`src/osc_freq_regs.vh`:
```
// Register offsets, field positions, reset values and timing counts
`ifndef OSC_FREQ_REGS_VH
`define OSC_FREQ_REGS_VH

// --------------------------------------------------------------
// Register offsets
// --------------------------------------------------------------
`define ADDR_COMMAND_CONTROL      8'h07
`define ADDR_OUTPUT_GATE_CONTROL  8'h11
`define ADDR_HS_DIVIDER_LOW       8'h17
`define ADDR_LS_HS_DIVIDER_PACKED 8'h18
`define ADDR_FEEDBACK_BYTE0       8'h1A
`define ADDR_FEEDBACK_BYTE1       8'h1B
`define ADDR_FEEDBACK_BYTE2       8'h1C
`define ADDR_FEEDBACK_BYTE3       8'h1D
`define ADDR_FEEDBACK_BYTE4       8'h1E
`define ADDR_FEEDBACK_TOP         8'h1F
`define ADDR_CALIBRATION_OVERRIDE 8'h45
`define ADDR_FREQ_OFFSET_BYTE0    8'hE7
`define ADDR_FREQ_OFFSET_BYTE1    8'hE8
`define ADDR_FREQ_OFFSET_BYTE2    8'hE9
`define ADDR_PAGE_SELECT          8'hFF

// --------------------------------------------------------------
// Field positions
// --------------------------------------------------------------
`define BIT_CALIBRATION_START     3
`define BIT_OUTPUT_GATE           0
`define BIT_CALIBRATION_OVERRIDE  7
`define LS_DIV_MSB                6
`define LS_DIV_LSB                4
`define HS_DIV_HIGH_MSB           2
`define HS_DIV_HIGH_LSB           0
`define FB_TOP_MSB                2
`define PAGE_MSB                  1

// --------------------------------------------------------------
// Reset values
// --------------------------------------------------------------
`define RST_COMMAND_CONTROL       8'h00
`define RST_OUTPUT_GATE_CONTROL   8'h01
`define RST_HS_DIVIDER_LOW        8'h54
`define RST_LS_HS_DIVIDER_PACKED  8'h00
`define RST_FEEDBACK_BYTE0        8'h00
`define RST_FEEDBACK_BYTE1        8'h00
`define RST_FEEDBACK_BYTE2        8'h00
`define RST_FEEDBACK_BYTE3        8'h00
`define RST_FEEDBACK_BYTE4        8'h64
`define RST_FEEDBACK_TOP          8'h00
`define RST_CALIBRATION_OVERRIDE  8'h01
`define RST_FREQ_OFFSET           24'h000000
`define RST_PAGE_SELECT           8'h00

// --------------------------------------------------------------
// Timing
// --------------------------------------------------------------
`define CLK_SYS_KHZ               100000
`define CAL_TIME_MS               30
// Thirty milliseconds of the 100 MHz system clock
`define CAL_CYCLES                22'd3000000
`define CAL_COUNT_W               22

`endif

```
`src/cal_timer.v`:
```
// Calibration interval timer
`timescale 1ns/100ps
module cal_timer #(
  parameter [21:0] CYCLES = 22'd3000000
) (
  input  wire        clk_sys,
  input  wire        rst,
  input  wire        start,
  output reg         busy,
  output reg         done
);

  reg [21:0] remaining;

  always @(posedge clk_sys)
  begin
    if (rst)
    begin
      remaining <= 22'h000000;
      busy      <= 1'b0;
      done      <= 1'b0;
    end
    else
    begin
      done <= 1'b0;
      if (start)
      begin
        // Restart reloads the full interval
        remaining <= CYCLES - 22'd1;
        busy      <= 1'b1;
      end
      else if (busy)
      begin
        if (remaining == 22'h000000)
        begin
          busy <= 1'b0;
          done <= 1'b1;
        end
        else
        begin
          remaining <= remaining - 22'd1;
        end
      end
    end
  end

endmodule

```
`src/clk_out_gen.v`:
```
// Divided output clock with a gate that never cuts a pulse
`timescale 1ns/100ps
module clk_out_gen (
  input  wire        clk_sys,
  input  wire        rst,
  input  wire [10:0] half_period,
  input  wire        gate_req,
  output reg         clk_out,
  output reg         gate_on
);

  reg  [10:0] count;
  reg         phase;
  wire [10:0] limit;

  assign limit = (half_period == 11'h000) ? 11'h000 : half_period - 11'd1;

  always @(posedge clk_sys)
  begin
    if (rst)
    begin
      count   <= 11'h000;
      phase   <= 1'b0;
      gate_on <= 1'b0;
      clk_out <= 1'b0;
    end
    else
    begin
      if (count >= limit)
      begin
        count <= 11'h000;
        phase <= ~phase;
        // Gate moves only as a new high phase begins
        if (!phase)
        begin
          gate_on <= gate_req;
          clk_out <= gate_req;
        end
        else
        begin
          clk_out <= 1'b0;
        end
      end
      else
      begin
        count <= count + 11'd1;
      end
    end
  end

endmodule

```
`src/osc_freq_update_and_offset.v`:
```
// Register file, update sequencing and fine offset of the oscillator
`timescale 1ns/100ps
`include "osc_freq_regs.vh"
module osc_freq_update_and_offset #(
  parameter [21:0] CAL_CYCLES = `CAL_CYCLES
) (
  input  wire        clk_sys,
  input  wire        rst,
  input  wire [7:0]  reg_addr,
  input  wire [7:0]  reg_wdata,
  input  wire        reg_write,
  input  wire        reg_read,
  output reg  [7:0]  reg_rdata,
  output reg         reg_rvalid,
  input  wire        oe_pin,
  output wire        clk_out,
  output wire        out_enabled,
  output wire        cal_busy,
  output wire        cal_done,
  output reg  [10:0] active_hs_div,
  output reg  [2:0]  active_ls_div,
  output reg  [42:0] active_fb_div,
  output reg  [23:0] fine_freq_offset,
  output reg         offset_update
);

  // ------------------------------------------------------------
  // Sequence states
  // ------------------------------------------------------------
  localparam [3:0] ST_RUN     = 4'b0001;
  localparam [3:0] ST_HALTED  = 4'b0010;
  localparam [3:0] ST_CAL     = 4'b0100;
  localparam [3:0] ST_SETTLED = 4'b1000;

  reg  [3:0]  state;
  reg  [3:0]  next_state;

  localparam [7:0] RST_PACKED = `RST_LS_HS_DIVIDER_PACKED;
  localparam [7:0] RST_FB_TOP = `RST_FEEDBACK_TOP;
  localparam [7:0] RST_PAGE   = `RST_PAGE_SELECT;

  // ------------------------------------------------------------
  // Shadow registers
  // ------------------------------------------------------------
  reg  [1:0]  page;
  reg         calibration_override_bit;
  reg         output_gate_bit;
  reg  [7:0]  hs_divider_low;
  reg  [2:0]  low_speed_out_divider;
  reg  [2:0]  hs_divider_high;
  reg  [7:0]  fb_byte0;
  reg  [7:0]  fb_byte1;
  reg  [7:0]  fb_byte2;
  reg  [7:0]  fb_byte3;
  reg  [7:0]  fb_byte4;
  reg  [2:0]  fb_top;
  reg  [7:0]  offset_byte0;
  reg  [7:0]  offset_byte1;
  reg  [7:0]  offset_byte2;

  // ------------------------------------------------------------
  // Pin synchroniser
  // ------------------------------------------------------------
  reg         oe_meta;
  reg         oe_s2;
  reg         oe_s3;
  reg         oe_level;

  wire        page_zero;
  wire        wr_hit;
  wire        cal_start;
  wire        cal_load_now;
  wire        gate_req;
  wire [10:0] half_period;

  assign page_zero = (page == 2'b00);
  assign wr_hit    = reg_write & (page_zero |
                     (reg_addr == `ADDR_PAGE_SELECT));

  // Start request with override cleared runs a calibration
  assign cal_start = wr_hit & (reg_addr == `ADDR_COMMAND_CONTROL) &
                     reg_wdata[`BIT_CALIBRATION_START] &
                     ~calibration_override_bit;

  // With override set, dividers load at once and no wait follows
  assign cal_load_now = wr_hit & (reg_addr == `ADDR_COMMAND_CONTROL) &
                        reg_wdata[`BIT_CALIBRATION_START] &
                        calibration_override_bit;

  // Output held off while calibrating, else gate bit and pin
  assign gate_req = output_gate_bit & oe_level &
                    (state != ST_CAL);

  assign half_period = active_hs_div;

  // ------------------------------------------------------------
  // Pin synchroniser
  // ------------------------------------------------------------
  always @(posedge clk_sys)
  begin
    if (rst)
    begin
      oe_meta  <= 1'b0;
      oe_s2    <= 1'b0;
      oe_s3    <= 1'b0;
      oe_level <= 1'b0;
    end
    else
    begin
      oe_meta <= oe_pin;
      oe_s2   <= oe_meta;
      oe_s3   <= oe_s2;
      if (oe_s2 == oe_s3)
      begin
        oe_level <= oe_s3;
      end
    end
  end

  // ------------------------------------------------------------
  // Register writes
  // ------------------------------------------------------------
  always @(posedge clk_sys)
  begin
    if (rst)
    begin
      page                     <= RST_PAGE[1:0];
      calibration_override_bit <= 1'b0;
      output_gate_bit          <= 1'b1;
      hs_divider_low           <= `RST_HS_DIVIDER_LOW;
      low_speed_out_divider    <= 3'b000;
      hs_divider_high          <= 3'b000;
      fb_byte0                 <= `RST_FEEDBACK_BYTE0;
      fb_byte1                 <= `RST_FEEDBACK_BYTE1;
      fb_byte2                 <= `RST_FEEDBACK_BYTE2;
      fb_byte3                 <= `RST_FEEDBACK_BYTE3;
      fb_byte4                 <= `RST_FEEDBACK_BYTE4;
      fb_top                   <= 3'b000;
      offset_byte0             <= 8'h00;
      offset_byte1             <= 8'h00;
      offset_byte2             <= 8'h00;
    end
    else if (wr_hit)
    begin
      case (reg_addr)
        `ADDR_PAGE_SELECT:
          page <= reg_wdata[`PAGE_MSB:0];
        `ADDR_CALIBRATION_OVERRIDE:
          calibration_override_bit <=
            reg_wdata[`BIT_CALIBRATION_OVERRIDE];
        `ADDR_OUTPUT_GATE_CONTROL:
          output_gate_bit <= reg_wdata[`BIT_OUTPUT_GATE];
        `ADDR_HS_DIVIDER_LOW:
          hs_divider_low <= reg_wdata;
        `ADDR_LS_HS_DIVIDER_PACKED:
        begin
          low_speed_out_divider <=
            reg_wdata[`LS_DIV_MSB:`LS_DIV_LSB];
          hs_divider_high <=
            reg_wdata[`HS_DIV_HIGH_MSB:`HS_DIV_HIGH_LSB];
        end
        `ADDR_FEEDBACK_BYTE0:
          fb_byte0 <= reg_wdata;
        `ADDR_FEEDBACK_BYTE1:
          fb_byte1 <= reg_wdata;
        `ADDR_FEEDBACK_BYTE2:
          fb_byte2 <= reg_wdata;
        `ADDR_FEEDBACK_BYTE3:
          fb_byte3 <= reg_wdata;
        `ADDR_FEEDBACK_BYTE4:
          fb_byte4 <= reg_wdata;
        `ADDR_FEEDBACK_TOP:
          fb_top <= reg_wdata[`FB_TOP_MSB:0];
        `ADDR_FREQ_OFFSET_BYTE0:
          offset_byte0 <= reg_wdata;
        `ADDR_FREQ_OFFSET_BYTE1:
          offset_byte1 <= reg_wdata;
        `ADDR_FREQ_OFFSET_BYTE2:
          offset_byte2 <= reg_wdata;
        default:
          page <= page;
      endcase
    end
  end

  // ------------------------------------------------------------
  // Active divider configuration
  // ------------------------------------------------------------
  always @(posedge clk_sys)
  begin
    if (rst)
    begin
      active_hs_div <= {RST_PACKED[2:0],
                        `RST_HS_DIVIDER_LOW};
      active_ls_div <= RST_PACKED[6:4];
      active_fb_div <= {RST_FB_TOP[2:0], `RST_FEEDBACK_BYTE4,
                        `RST_FEEDBACK_BYTE3, `RST_FEEDBACK_BYTE2,
                        `RST_FEEDBACK_BYTE1, `RST_FEEDBACK_BYTE0};
    end
    else if (cal_start | cal_load_now)
    begin
      // Shadow bytes take hold only here
      active_hs_div <= {hs_divider_high, hs_divider_low};
      active_ls_div <= low_speed_out_divider;
      active_fb_div <= {fb_top, fb_byte4, fb_byte3, fb_byte2,
                        fb_byte1, fb_byte0};
    end
  end

  // ------------------------------------------------------------
  // Fine offset
  // ------------------------------------------------------------
  always @(posedge clk_sys)
  begin
    if (rst)
    begin
      fine_freq_offset <= `RST_FREQ_OFFSET;
      offset_update    <= 1'b0;
    end
    else
    begin
      offset_update <= 1'b0;
      // Top byte commits all 24 bits in one edge
      if (wr_hit && (reg_addr == `ADDR_FREQ_OFFSET_BYTE2))
      begin
        fine_freq_offset <= {reg_wdata, offset_byte1,
                             offset_byte0};
        offset_update    <= 1'b1;
      end
    end
  end

  // ------------------------------------------------------------
  // Update sequence tracking
  // ------------------------------------------------------------
  always @*
  begin
    next_state = state;
    case (state)
      ST_RUN:
        if (cal_start)
          next_state = ST_CAL;
        else if (!output_gate_bit)
          next_state = ST_HALTED;
      ST_HALTED:
        if (cal_start)
          next_state = ST_CAL;
        else if (output_gate_bit)
          next_state = ST_RUN;
      ST_CAL:
        if (cal_done)
          next_state = ST_SETTLED;
      ST_SETTLED:
        if (cal_start)
          next_state = ST_CAL;
        else if (output_gate_bit)
          next_state = ST_RUN;
      default:
        next_state = ST_RUN;
    endcase
  end

  always @(posedge clk_sys)
  begin
    if (rst)
    begin
      state <= ST_RUN;
    end
    else
    begin
      state <= next_state;
    end
  end

  // ------------------------------------------------------------
  // Register reads
  // ------------------------------------------------------------
  always @(posedge clk_sys)
  begin
    if (rst)
    begin
      reg_rdata  <= 8'h00;
      reg_rvalid <= 1'b0;
    end
    else
    begin
      reg_rvalid <= reg_read;
      if (reg_read)
      begin
        if (!page_zero && (reg_addr != `ADDR_PAGE_SELECT))
        begin
          reg_rdata <= 8'h00;
        end
        else
        begin
          case (reg_addr)
            `ADDR_PAGE_SELECT:
              reg_rdata <= {6'b000000, page};
            `ADDR_COMMAND_CONTROL:
              // Start bit reads back as busy, clears itself
              reg_rdata <= {4'h0, cal_busy, 3'b000};
            `ADDR_OUTPUT_GATE_CONTROL:
              reg_rdata <= {7'h00, output_gate_bit};
            `ADDR_HS_DIVIDER_LOW:
              reg_rdata <= hs_divider_low;
            `ADDR_LS_HS_DIVIDER_PACKED:
              reg_rdata <= {1'b0, low_speed_out_divider, 1'b0,
                            hs_divider_high};
            `ADDR_FEEDBACK_BYTE0:
              reg_rdata <= fb_byte0;
            `ADDR_FEEDBACK_BYTE1:
              reg_rdata <= fb_byte1;
            `ADDR_FEEDBACK_BYTE2:
              reg_rdata <= fb_byte2;
            `ADDR_FEEDBACK_BYTE3:
              reg_rdata <= fb_byte3;
            `ADDR_FEEDBACK_BYTE4:
              reg_rdata <= fb_byte4;
            `ADDR_FEEDBACK_TOP:
              reg_rdata <= {5'b00000, fb_top};
            `ADDR_CALIBRATION_OVERRIDE:
              reg_rdata <= {calibration_override_bit, 7'b0000001};
            `ADDR_FREQ_OFFSET_BYTE0:
              reg_rdata <= offset_byte0;
            `ADDR_FREQ_OFFSET_BYTE1:
              reg_rdata <= offset_byte1;
            `ADDR_FREQ_OFFSET_BYTE2:
              reg_rdata <= offset_byte2;
            default:
              reg_rdata <= 8'h00;
          endcase
        end
      end
    end
  end

  // ------------------------------------------------------------
  // Calibration timer and output clock
  // ------------------------------------------------------------
  cal_timer #(
    .CYCLES (CAL_CYCLES)
  ) u_cal_timer (
    .clk_sys (clk_sys),
    .rst     (rst),
    .start   (cal_start),
    .busy    (cal_busy),
    .done    (cal_done)
  );

  clk_out_gen u_clk_out_gen (
    .clk_sys     (clk_sys),
    .rst         (rst),
    .half_period (half_period),
    .gate_req    (gate_req),
    .clk_out     (clk_out),
    .gate_on     (out_enabled)
  );

endmodule

```
`config.mk`:
```
export PLATFORM = sky130hd
export DESIGN_NAME = osc_freq_update_and_offset
export DESIGN_NICKNAME = d
export VERILOG_FILES = /design/src/cal_timer.v /design/src/clk_out_gen.v /design/src/osc_freq_update_and_offset.v
export VERILOG_INCLUDE_DIRS = /design/src /design/src/src
export SDC_FILE = /design/constraint.sdc
export NUM_CORES = 1
export LEC_CHECK = 0
export ABC_AREA = 1
export CAP_MARGIN = 20
export CORE_UTILIZATION = 45
export CTS_CLUSTER_DIAMETER = 120
export DETAILED_ROUTE_END_ITERATION = 8
export DONT_BUFFER_PORTS = 1
export PLACE_DENSITY = 0.72
export REMOVE_ABC_BUFFERS = 1
export SYNTH_ARGS = -nofsm -noshare
export SYNTH_HDL_FRONTEND = slang
export SYNTH_SLANG_ARGS = --single-unit
```
`constraint.sdc`:
```
create_clock -name clk_sys -period 3.7 [get_ports clk_sys]
set_clock_uncertainty 0.2 [all_clocks]
set_input_delay 0.74 -clock clk_sys [delete_from_list [all_inputs] [get_ports clk_sys]]
set_output_delay 0.74 -clock clk_sys [all_outputs]
set_load 0.02 [all_outputs]
```
==> impl_results.md <==
* Met3 usage at 0.0651
* Reg2reg start: active_hs_div[0]
* Fin cells at 1564
* Drt total wl at 25500 um
* Nets at 1308
* Chip width at 149 um
* Met2 Use GR at 0.369
* Core Box Area at 21100 um2
* Clock transition at the registers of the reported paths at 0.06 ns
* H-tree levels at 1
* Final worst path period need at 3.31 ns
* Vias in the first global route at 7770
* Mapped Cells at 1297
* Critical Path Source: active_hs_div[0]
* Hold_sp: rst
* Crit path capture type: flop
* Maximum VDD drop at 0.000336 V
* Ranking of synthesized cells by area: dfxtp_1 44%, nand2_1 7.8%, a21oi_1 7.0%
* Worst slew pin tran at 0.649 ns
* Hold crit path type: in2reg
* Reg2reg end: u_clk_out_gen.count[3]
* Final Hold Viols at 0
* Sequential area share after synthesis at 0.442
* Maximum achievable frequency at 302 MHz
* Distinct cell type count after synthesis at 44
* CP Max Fanout at 12
* Root Driver: clkbuf_16
* First-pass DRT Iterations at 5
* RSZ-0062 raised after global routing: no
* Global-route wire length before repair at 40600 um
* DRC violations left at 0
* Register-to-register setup slack at 0.39 ns
* Pwr/cell area at 457 nW/um2
* Worst slew margin at 0.567
* Async SR Flop Fraction at 0
* Die Ht at 149 um
* P&R area growth vs syn at 8.94%
* Mapped cell area at 9690 um2
* Hold slack at 0.0714 ns
* Cell count of the worst reg-to-reg path at 14
* Leakage power at 4.28 nW
* Final Total Pwr at 4.83 mW
* Dpl ws at 0.122 ns
* Routed vias/inst at 5.35
* Share of layout cells above drive strength 1 at 0.0915
* Main synth FF type: dfxtp_1
* Cts repair resizes at 0
* Total gr overflow at 0
* Required time at the worst-slack endpoint at 3.93 ns
* Top-area cell type share of the netlist area at 0.442
* CP Data Arrival Time at 3.54 ns
* Synth area leader: dfxtp_1
* GRT Overall Usage at 0.231
* Register bit total from synthesis at 214
* Ant. Diodes at 0
* DRT antenna net count at 0
* Initial antenna violation count at 0
* Synth top cells by count: 214 x dfxtp_1, 202 x nand2_1, 140 x nor2_1
* Final core utilization at 0.501
* Vias after detailed routing at 8362
* DP Cell Count at 1521
* CTS Buf Count at 23
* Status: finished clean
* Final Cell Area at 10600 um2
* Avg Synthesized Cell Area at 7.47 um2
* Yosys warns at 0
* Total die area at 22100 um2
* Clock latency on the worst-skew pair at 0.53 ns
* Drt wl/cell at 16.3 um
* Hold Path Stages at 1
* Final Worst Setup Slack at 0.392 ns
* Final Cycle Share at 0.894
* CP Class: reg2reg
* Critical Path Start Type: flop
* Max Slew Vio Count at 0
* Clock sinks at 214
* CTS tree: built
* Initial Util at 0.460
* DR iter-0 viols at 671
* Setup TNS at 0 ns
* Final HPWL DP at 17700 um
* Setup-failing EPs final at 0
* Num rows at 53
* Most common cell in the netlist: dfxtp_1
* # port buffers at 0
* Grt peak-use layer: met2
* Post-synth EDFFs at 0
* RePlAce Congestion at 0.916
* Pin count of the biggest net entering global routing at 97
* Max Root-Sink Buffers at 3
* Number of top-level pins at 116
* Min-Delay Endpoint: offset_byte1[4]
* Grt met1 use at 0.303
* Maxcap violations at 0
* DP Area at 9810 um2
==> what timing repair did <==
| action | CTS | global route |
|---|---|---|
| endpoints found under the setup margin | 0 | 12 |
| hold buffers | 0 | 0 |
| setup buffers | 0 | 1 |
==> layout by cell type (no fill, tap or decap), drive strengths merged <==
cell / count
ha: 15
a21oi: 168
o21ai: 156
nor3b: 2
o311ai: 1
buf: 11
clkinvlp: 3
nand3: 88
nand4: 17
o22ai: 6
a211oi: 5
o21bai: 1
nand2: 209
nor2: 152
o211ai: 6
nor4: 3
xor2: 14
nor3: 18
or3: 1
dfxtp: 214
a21o: 1
xnor2: 11
clkinv: 8
a31oi: 4
nand3b: 2
or2: 2
inv: 137
clkbuf: 34
==> report_power, final <==
group,switching [mW],total (mW),internal [mW]
Sequential,0.0160,2.34,2.33
Clock,0.971,2.25,1.28
Combinational,0.156,0.232,0.0754
Total,1.14,4.83,3.68
==> worst max-delay path, stage by stage, from the launching register on <==
cell and delay, ns:
dfxtp_1 0.39, inv_1 0.14, ha_1 0.19, nand2_1 0.08, or3_1 0.36, nor3_2 0.24, nand2_1 0.25, nand2_1 0.14
ha_1 0.25, a21oi_1 0.14, o21ai_0 0.10, a21oi_1 0.23, nand4_1 0.13, buf_4 0.21, nor3b_1 0.17
==> how the worst max path moves through the flow <==
stage | endpoint | slack (ns) | cells after the start
floorplan | u_clk_out_gen.count[3] | 0.06 | 3
global placement | u_clk_out_gen.count[3] | 0.19 | 13
detailed placement | u_clk_out_gen.count[3] | 0.12 | 13
CTS | u_clk_out_gen.count[3] | 0.11 | 13
global route | u_clk_out_gen.clk_out | 0.12 | 16
finish | u_clk_out_gen.count[3] | 0.39 | 14
==> cells by family (layout without fill, tap and decap cells) <==
| family | count (synthesis) | count (layout) | share of synthesized area |
|---|---|---|---|
| compound gates | 348 | 348 | 0.198 |
| xor+xnor | 25 | 25 | 0.0226 |
| fa+ha+maj | 15 | 15 | 0.0194 |
| buf+inv | 201 | 193 | 0.0891 |
| flops | 214 | 214 | 0.442 |
| simple gates | 494 | 494 | 0.229 |
==> per-layer routing <==
layer | vias to the layer above | part of all wire
li1 | 4253 | -
met1 | 3774 | 0.43
met2 | 294 | 0.45
met3 | 41 | 0.097
met4 | 0 | 0.024
met5 | - | 0
==> cell type report <==
cell class / instances / area, um2
fillers: 2066 / 10500
multi-input cells: 882 / 4550
flip-flops and latches: 214 / 4280
clock buffers: 34 / 677
inverters: 140 / 532
well taps: 275 / 344
repair buffers: 11 / 108
clock inverters: 8 / 70.1
==> registers in the layout (all words and copies together), names as in the netlist, 11 cells and up <==
register / flops
fine_freq_offset: 16
u_cal_timer.remaining: 22
active_hs_div: 11
active_fb_div: 43
u_clk_out_gen.count: 11
Power figures use the tool's default switching activity.
